`src/hw/sram_ctrl_consts.vh`:
```
// timing constants and pin widths for the asynchronous sram controller
`ifndef SRAM_CTRL_CONSTS_VH
`define SRAM_CTRL_CONSTS_VH
// ****************************************************************
// clock and device timing, figures in ns (slow grade, safe for both)
// ****************************************************************
`define CLK_PERIOD_NS 20
`define READ_CYCLE_MIN_NS 15
`define ADDRESS_ACCESS_MAX_NS 15
`define CHIP_SELECT_ACCESS_MAX_NS 15
`define OUTPUT_ENABLE_VALID_MAX_NS 7
`define DESELECT_FLOAT_MAX_NS 7
`define WRITE_CYCLE_MIN_NS 15
`define WRITE_PULSE_MIN_NS 10
`define DATA_OVERLAP_MIN_NS 7
`define WRITE_RELEASE_DRIVE_MIN_NS 3
// least times round up, longest access waits also round up to be safe
`define CYC_UP(ns) (((ns) + `CLK_PERIOD_NS - 1) / `CLK_PERIOD_NS)
`define READ_WAIT_CYC ((`CYC_UP(`CHIP_SELECT_ACCESS_MAX_NS) < 1) ? 1 : `CYC_UP(`CHIP_SELECT_ACCESS_MAX_NS))
`define WRITE_PULSE_CYC ((`CYC_UP(`WRITE_PULSE_MIN_NS) < 1) ? 1 : `CYC_UP(`WRITE_PULSE_MIN_NS))
`define FLOAT_CYC ((`CYC_UP(`DESELECT_FLOAT_MAX_NS) < 1) ? 1 : `CYC_UP(`DESELECT_FLOAT_MAX_NS))
// ****************************************************************
// widths
// ****************************************************************
`define ADDR_W 18
`define DATA_W 16
`define CNT_W 4
`endif

```
`src/hw/sram_ctrl.v`:
```
// host-side controller driving an asynchronous 16-bit sram through its pins
`include "sram_ctrl_consts.vh"

module sram_ctrl #(
  parameter ADDR_W = `ADDR_W,
  parameter DATA_W = `DATA_W
) (
  input wire mclk,
  input wire rst,
  input wire req,
  input wire req_write,
  input wire [ADDR_W-1:0] req_addr,
  input wire [DATA_W-1:0] req_wdata,
  input wire [1:0] req_lanes,
  output reg req_ready,
  output reg rsp_valid,
  output reg [DATA_W-1:0] rsp_rdata,
  output reg [ADDR_W-1:0] mem_addr,
  output reg chip_select_n,
  output reg output_enable_n,
  output reg write_enable_n,
  output reg lower_byte_select_n,
  output reg upper_byte_select_n,
  input wire [DATA_W-1:0] mem_data_in,
  output reg [DATA_W-1:0] mem_data_out,
  output reg mem_data_oe
);
  // ****************************************************************
  // states and timer
  // ****************************************************************
  localparam [2:0] S_IDLE = 3'h0;
  localparam [2:0] S_RSET = 3'h1;
  localparam [2:0] S_RWAIT = 3'h2;
  localparam [2:0] S_WSET = 3'h3;
  localparam [2:0] S_WPULSE = 3'h4;
  localparam [2:0] S_WEND = 3'h5;
  localparam [2:0] S_FLOAT = 3'h6;
  localparam integer READ_WAIT_I = `READ_WAIT_CYC;
  localparam integer WRITE_PULSE_I = `WRITE_PULSE_CYC;
  localparam integer FLOAT_WAIT_I = `FLOAT_CYC;
  // integer figures cut to the counter width on purpose
  localparam [`CNT_W-1:0] READ_WAIT = READ_WAIT_I[`CNT_W-1:0];
  localparam [`CNT_W-1:0] WRITE_PULSE = WRITE_PULSE_I[`CNT_W-1:0];
  localparam [`CNT_W-1:0] FLOAT_WAIT = FLOAT_WAIT_I[`CNT_W-1:0];

  reg [2:0] state_q;
  reg [2:0] state_d;
  reg tmr_load;
  reg [`CNT_W-1:0] tmr_count;
  wire tmr_done;
  reg [1:0] lanes_q;

  cycle_timer #(.W(`CNT_W)) u_timer (
    .mclk(mclk),
    .rst(rst),
    .load(tmr_load),
    .count(tmr_count),
    .busy(),
    .done(tmr_done)
  );

  // ****************************************************************
  // next state
  // ****************************************************************
  // every wait is at least one 20 ns cycle, which covers the 15 ns cycle minimum
  always @*
  begin
    state_d = state_q;
    tmr_load = 1'b0;
    tmr_count = {`CNT_W{1'b0}};
    case (state_q)
      S_IDLE:
      begin
        if (req && req_ready)
          state_d = req_write ? S_WSET : S_RSET;
      end
      S_RSET:
      begin
        tmr_load = 1'b1;
        tmr_count = READ_WAIT;
        state_d = S_RWAIT;
      end
      S_RWAIT:
      begin
        if (tmr_done)
        begin
          tmr_load = 1'b1;
          tmr_count = FLOAT_WAIT;
          state_d = S_FLOAT;
        end
      end
      S_WSET:
      begin
        tmr_load = 1'b1;
        tmr_count = WRITE_PULSE;
        state_d = S_WPULSE;
      end
      S_WPULSE:
      begin
        if (tmr_done)
          state_d = S_WEND;
      end
      S_WEND:
      begin
        tmr_load = 1'b1;
        tmr_count = FLOAT_WAIT;
        state_d = S_FLOAT;
      end
      S_FLOAT:
      begin
        if (tmr_done)
          state_d = S_IDLE;
      end
      default:
      begin
        state_d = S_IDLE;
      end
    endcase
  end

  // ****************************************************************
  // state, pins and user port
  // ****************************************************************
  // all pins come from flops so no glitch reaches the async part
  always @(posedge mclk)
  begin
    if (rst)
    begin
      state_q <= S_IDLE;
      lanes_q <= 2'h0;
      req_ready <= 1'b0;
      rsp_valid <= 1'b0;
      rsp_rdata <= {DATA_W{1'b0}};
      mem_addr <= {ADDR_W{1'b0}};
      chip_select_n <= 1'b1;
      output_enable_n <= 1'b1;
      write_enable_n <= 1'b1;
      lower_byte_select_n <= 1'b1;
      upper_byte_select_n <= 1'b1;
      mem_data_out <= {DATA_W{1'b0}};
      mem_data_oe <= 1'b0;
    end
    else
    begin
      state_q <= state_d;
      rsp_valid <= 1'b0;
      req_ready <= (state_d == S_IDLE) && (state_q != S_IDLE || !req);
      case (state_q)
        S_IDLE:
        begin
          if (req && req_ready)
          begin
            // address moves only while all strobes are high
            mem_addr <= req_addr;
            lanes_q <= req_lanes;
            mem_data_out <= req_wdata;
          end
        end
        S_RSET:
        begin
          chip_select_n <= 1'b0;
          output_enable_n <= 1'b0;
          lower_byte_select_n <= ~lanes_q[0];
          upper_byte_select_n <= ~lanes_q[1];
          mem_data_oe <= 1'b0;
        end
        S_RWAIT:
        begin
          if (tmr_done)
          begin
            // sample while strobes still low; data valid past access time
            rsp_rdata <= mem_data_in;
            rsp_valid <= 1'b1;
            chip_select_n <= 1'b1;
            output_enable_n <= 1'b1;
            lower_byte_select_n <= 1'b1;
            upper_byte_select_n <= 1'b1;
          end
        end
        S_WSET:
        begin
          // select and the enabled lane strobes fall together with write enable; output enable stays high, so no read drive
          chip_select_n <= 1'b0;
          write_enable_n <= 1'b0;
          output_enable_n <= 1'b1;
          lower_byte_select_n <= ~lanes_q[0];
          upper_byte_select_n <= ~lanes_q[1];
          mem_data_oe <= 1'b1;
        end
        S_WPULSE:
        begin
          if (tmr_done)
          begin
            // all strobes rise together; address and data held after
            write_enable_n <= 1'b1;
            chip_select_n <= 1'b1;
            lower_byte_select_n <= 1'b1;
            upper_byte_select_n <= 1'b1;
          end
        end
        S_WEND:
        begin
          mem_data_oe <= 1'b0;
        end
        default:
        begin
        end
      endcase
    end
  end
endmodule // sram_ctrl

```
`src/hw/cycle_timer.v`:
```
// down counter that pulses when a loaded wait has elapsed
module cycle_timer #(
  parameter W = 4
) (
  input wire mclk,
  input wire rst,
  input wire load,
  input wire [W-1:0] count,
  output reg busy,
  output reg done
);
  reg [W-1:0] cnt_q;
  // ****************************************************************
  // counter
  // ****************************************************************
  // done pulses one cycle after the last counted cycle
  always @(posedge mclk)
  begin
    if (rst)
    begin
      cnt_q <= {W{1'b0}};
      busy <= 1'b0;
      done <= 1'b0;
    end
    else if (load)
    begin
      cnt_q <= count;
      busy <= 1'b1;
      done <= 1'b0;
    end
    else if (busy)
    begin
      if (cnt_q <= {{(W-1){1'b0}}, 1'b1})
      begin
        busy <= 1'b0;
        done <= 1'b1;
      end
      else
      begin
        done <= 1'b0;
      end
      cnt_q <= cnt_q - {{(W-1){1'b0}}, 1'b1};
    end
    else
    begin
      done <= 1'b0;
    end
  end
endmodule // cycle_timer

```
`config.mk`:
```
export PLATFORM = sky130hd
export DESIGN_NAME = sram_ctrl
export DESIGN_NICKNAME = d
export VERILOG_FILES = /design/src/hw/sram_ctrl.v /design/src/hw/cycle_timer.v
export VERILOG_INCLUDE_DIRS = /design/src /design/src/hw
export SDC_FILE = /design/constraint.sdc
export NUM_CORES = 1
export LEC_CHECK = 0
export ABC_AREA = 1
export BUFFER_PORTS_ARGS = -buffer_cell sky130_fd_sc_hd__clkbuf_2
export CAP_MARGIN = 20
export CELL_PAD_IN_SITES_DETAIL_PLACEMENT = 1
export CELL_PAD_IN_SITES_GLOBAL_PLACEMENT = 1
export CORE_ASPECT_RATIO = 1.2
export CORE_MARGIN = 2
export CORE_UTILIZATION = 33
export DETAILED_ROUTE_END_ITERATION = 6
export PLACE_DENSITY_LB_ADDON = 0.15
export SLEW_MARGIN = 25
export SYNTH_ARGS = -nofsm -noshare
export SYNTH_HDL_FRONTEND = slang
export SYNTH_SLANG_ARGS = --single-unit
export TNS_END_PERCENT = 30
```
`constraint.sdc`:
```
create_clock -name mclk -period 1.4 [get_ports mclk]
set_input_delay 0.21 -clock mclk [delete_from_list [all_inputs] [get_ports mclk]]
set_output_delay 0.21 -clock mclk [all_outputs]
set_load 0.1 [all_outputs]
```
# Word-level counts from Yosys, hierarchy flattened
# Index checks and enable logic that the tools add are counted.
# word_totals
reg_bits	69
latchBits	0
ramBits	0
rom_bits	0
input_bits	56
out_inout_bits	58
elab_cells	77
mem_count	0
# op_classes
n_addsub	1
n_mul	0
div	0
n_lt_le_gt_ge	1
n_eq_ne	9
n_shift	0
muxes	23
n_bitwise	4
n_reduce_logical	23
# ops
op	n
3-bit case mux with 7 select lines	1
1-bit case mux with 2 select lines	7
3-bit 2-to-1 mux	4
2-bit AND reduction	5
3-bit == test, second input constant	3
4-bit 2-to-1 mux	2
2-bit nonzero test	4
2-bit OR reduction	4
1-bit 2-to-1 mux	7
3-bit by 2-bit == test with 1-bit output, second input constant	2
3-bit zero test	2
2-bit by 1-bit inequality test with 1-bit output, second input constant	3
3-bit nonzero test	2
3-bit OR reduction	2
4-bit by 1-bit less-or-equal comparator with 1-bit output, second input constant	1
1-bit inverter	4
4-bit by 1-bit subtractor with 4-bit output, second input constant	1
3-bit by 1-bit == test with 1-bit output, second input constant	1
1-bit case mux with 3 select lines	1
1-bit logical AND	2
2-bit 2-to-1 mux	1
1-bit zero test	1
1-bit logical OR	1

# Depth between registers and ports, before layout
# depth
word_depth	5
mapped_depth	7

# Hierarchy
# From an unflattened synthesis, not the netlist that was laid out.
# hier_totals
cells_unflattened	357
hier_area_um2	2805.2
# modules_own_cells
module	instances	cells_per_inst	area_per_inst_um2	seq_area_each_um2
sram_ctrl	1	308	2466.1	1261.2
cycle_timer	1	49	339.1	120.1

# Worst setup path after synthesis
# OpenSTA, ideal clock, no wires.
# synth_timing
path_type	register to register
from	register req_ready
to	register lanes_q[1]
arrival_ps	1637
required_time_ps	1287
setup_slack_ps	-350
stages_incl_launch_ff	5
synth_period_minus_slack_ps	1750
cell_sequence	dfxtp_1 > nand4_4 > buf_2 > nor2_1 > nor2_1
# synth_between
elab_chain_cells	2
# synth_rtl
item	line	source
start, declared	sram_ctrl.v:15	output reg req_ready,
start signal, assigned	sram_ctrl.v:147	req_ready <= (state_d == S_IDLE) && (state_q != S_IDLE || !req);
1-bit logical AND	sram_ctrl.v:151	if (req && req_ready)
2-bit AND reduction (no line)	-	
end signal, assigned	sram_ctrl.v:155	lanes_q <= req_lanes;
end, declared	sram_ctrl.v:51	reg [1:0] lanes_q;
# Every way passes these cells.
# A chain may end at the register's enable or synchronous reset.

# Worst setup path in the final report
# layout_timing
from	register rsp_rdata[8]
to	output port rsp_rdata[8]
# layout_lines
item	line	source
start, declared	sram_ctrl.v:17	output reg [DATA_W-1:0] rsp_rdata,
start signal, assigned	sram_ctrl.v:133	rsp_rdata <= {DATA_W{1'b0}};
start signal, assigned	sram_ctrl.v:172	rsp_rdata <= mem_data_in;
# No word-level cell between the ends.

==> impl_results.md <==
* Setup WS pre-CTS at 0.0437 ns
* Nets at 597
* Setup Skew at 0.00631 ns
* Yosys warnings at 0
* Post-synth cell types at 23
* Drt wl/cell at 11.8 um
* PD cells at 1270 nW/um^2
* Worst-Margin Slew at 0.547 ns
* Gr usage total at 16.7%
* Rel. slew slack at 63.7%
* Reg-to-Reg Start: state_q[0]$_SDFF_PP0_
* WS Path Type: flip-flop to output port
* CTS Hold Bufs at 0
* Routed via count at 2878
* Crit. End Element: output port
* First-pass GRT wire length at 13000 um
* Non-Filler Instances at 661
* Flops & latches, synth at 69
* First-pass DRT Iterations at 4
* Dpl hpwl at 5720 um
* Largest stage delay, worst path at 0.46 ns
* Die area at 9680 sq um
* Post-route ant nets at 0
* Tmin final at 1.35 ns
* Syn Area/Cell at 6.98 sq um
* ANT cells at 0
* Crit path DAT at 1.14 ns
* Most frequent cells in the layout: nor2_1 (118), nand2_1 (115), clkbuf_2 (78)
* CTS max path bufs at 2
* # H-tree levels at 3
* RSZ-0062 raised after global routing: no
* Gr ovfl total at 0
* Placed instance count at 644
* P&R area growth vs syn at 33.2%
* CP Cell Sequence: clkbuf_2
* Count of final setup violators at 0
* Final period util at 96.5%
* Routed wire length at 7800 um
* I/O pin count at 114
* Clock Tree Root: clkbuf_8
* Startpoint types: flip-flop
* Family with the most delay on the worst path: buffers and inverters
* Layout cells sized above 1 at 28.3%
* FMAX at 0.740 GHz
* Die W at 90.2 um
* Cells after Synth at 421
* FP Rows at 37
* CORE AREA at 8610 sq um
* Final Max Tran Viols at 0
* DRC errors left at 0
* Peak supply drop at 555 uV
* Starting Density at 34.1%
* Setup WS post-layout at 0.0486 ns
* Pleak at 2.10 nW
* Largest net degree at the start of global routing at 32
* Hold Fails Final Rpt at 0
* CTS tree: done
* Antenna violations before repair at 0
* Worst skew pair latency at 0.34 ns
* Final hold slack at 0.0881 ns
* CP Data Required Time at 1.19 ns
* Critical Path Source: rsp_rdata[8]$_SDFFE_PP0P_
* Status: finished, final reports clean
* Min-delay src: req_wdata[14]
* Routed vias/inst at 4.35
* CTS sink count at 69
* Gpl congestion at 0.791
* Commonest non-fill, non-tap cell in the layout: nor2_1
* Port Buf Inserts at 113
* Post-Syn Area at 2940 sq um
* Fill count at 1179
* CP Max Fanout at 2
* Vias in the first global route at 2868
* TNS Setup at 0 ns
* HP Class: primary input to flip-flop
* WP buf/inv at 1
* Starting DRT DRC Count at 80
* Max cap viols at 0
* Syn Nets at 479
* Cts bufs inserted at 9
* Die Y at 107 um
* CP max-delay cell: clkbuf_2
* Clock transition at the registers of the reported paths at 0.08 ns
* Register area share after synthesis at 47.0%
-- flip-flops by register name, summed over array words and instances (netlist names) --
| register | cells |
|---|---|
| chip_select_n | 1 |
| lanes_q | 2 |
| lower_byte_select_n | 1 |
| mem_addr | 18 |
| mem_data_oe | 1 |
| mem_data_out | 16 |
| output_enable_n | 1 |
| req_ready | 1 |
| rsp_rdata | 16 |
| rsp_valid | 1 |
| state_q | 3 |
| u_timer.busy | 1 |
| u_timer.cnt_q | 4 |
| u_timer.done | 1 |
| upper_byte_select_n | 1 |
| write_enable_n | 1 |
-- timing repair --
item | CTS | global route
gates resized for setup | 0 | 14
endpoints found under the setup margin | 0 | 28
setup buffers | 0 | 1
-- logic make-up after synthesis --
group / count (synthesis) / share of synthesized area [%]
simple gates: 272 / 39.8
xor+xnor: 2 / 0.596
fa+ha+maj: 2 / 0.851
flops: 69 / 47.0
buf+inv: 65 / 9.87
compound gates: 11 / 1.87
-- metrics by stage --
| stage | utilization [%] | total power, mW | cell area, sq um |
|---|---|---|---|
| final | 45.5 | 4.98 | 3920 |
| after global routing | 45.5 | 5.23 | 3920 |
| after global placement | 43.0 | 3.37 | 3700 |
| after floorplan | - | 3.12 | 2940 |
| after CTS | 45.2 | 5.03 | 3890 |
| after detailed placement | 43.0 | 3.40 | 3700 |
-- cells in the mapped netlist --
| library cell | instances | share of area [%] |
|---|---|---|
| nor2_4 | 3 | 1.1 |
| buf_2 | 7 | 1.2 |
| nand2_2 | 1 | 0.21 |
| nor2_2 | 2 | 0.43 |
| ha_1 | 2 | 0.85 |
| nor2_1 | 118 | 15 |
| a21oi_1 | 8 | 1.4 |
| nand2_1 | 115 | 15 |
| xor2_1 | 2 | 0.60 |
| inv_2 | 2 | 0.26 |
| o21ai_0 | 3 | 0.51 |
| nand2_4 | 1 | 0.38 |
| nand3_1 | 12 | 2.0 |
| nor3_1 | 1 | 0.17 |
| nand4_4 | 1 | 0.72 |
| buf_1 | 2 | 0.26 |
| buf_6 | 5 | 1.9 |
| nor2_8 | 1 | 0.68 |
| or2_2 | 1 | 0.21 |
| inv_1 | 45 | 5.7 |
| dfxtp_1 | 69 | 47 |
| clkbuf_1 | 4 | 0.51 |
| nand3b_1 | 16 | 4.1 |
-- worst min-delay path: cells and delay by family --
family | cells | cell delay (ns)
buf+inv | 1 | 0.07
simple gates | 2 | 0.11
-- cell type report --
cell class	count	area, sq um	share of cell area (%)
tap	117	146	3.74
multi-input combinational	287	1270	32.4
sequential	69	1380	35.3
clock buffer	12	145	3.71
timing repair buffer	125	748	19.1
inverter	47	176	4.50
clock inverter	4	47.5	1.21
-- where the power goes --
group	leakage (nW)	internal [mW]	total (mW)	switching, mW
sequential	0.561	2.06	2.13	0.0615
combinational	1.44	0.287	1.23	0.940
clock	0.0964	0.868	1.63	0.762
-- metal layers --
| metal | part of all wire (%) | vias up | global-route usage [%] | routed length [um] |
|---|---|---|---|---|
| li1 | - | 1490 | - | - |
| met1 | 44 | 1311 | 20.0 | 3420 |
| met2 | 50 | 66 | 28.7 | 3910 |
| met3 | 4.7 | 11 | 4.20 | 366 |
| met4 | 1.3 | 0 | 7.03 | 103 |
| met5 | 0 | - | 0 | 0 |
-- worst paths after layout --
check / end / slack (ns) / cells after the start
worst max-delay path: rsp_rdata[8] / 0.05 / 1
worst min-delay path: mem_data_out[14]$_SDFFE_PP0P_ / 0.09 / 3
worst max register to register: u_timer.cnt_q[3]$_SDFFE_PP0P_ / 0.10 / 6
worst min register to register: output_enable_n$_SDFFE_PP1P_ / 0.46 / 2
Note: power is estimated with default switching activity, not from simulation.
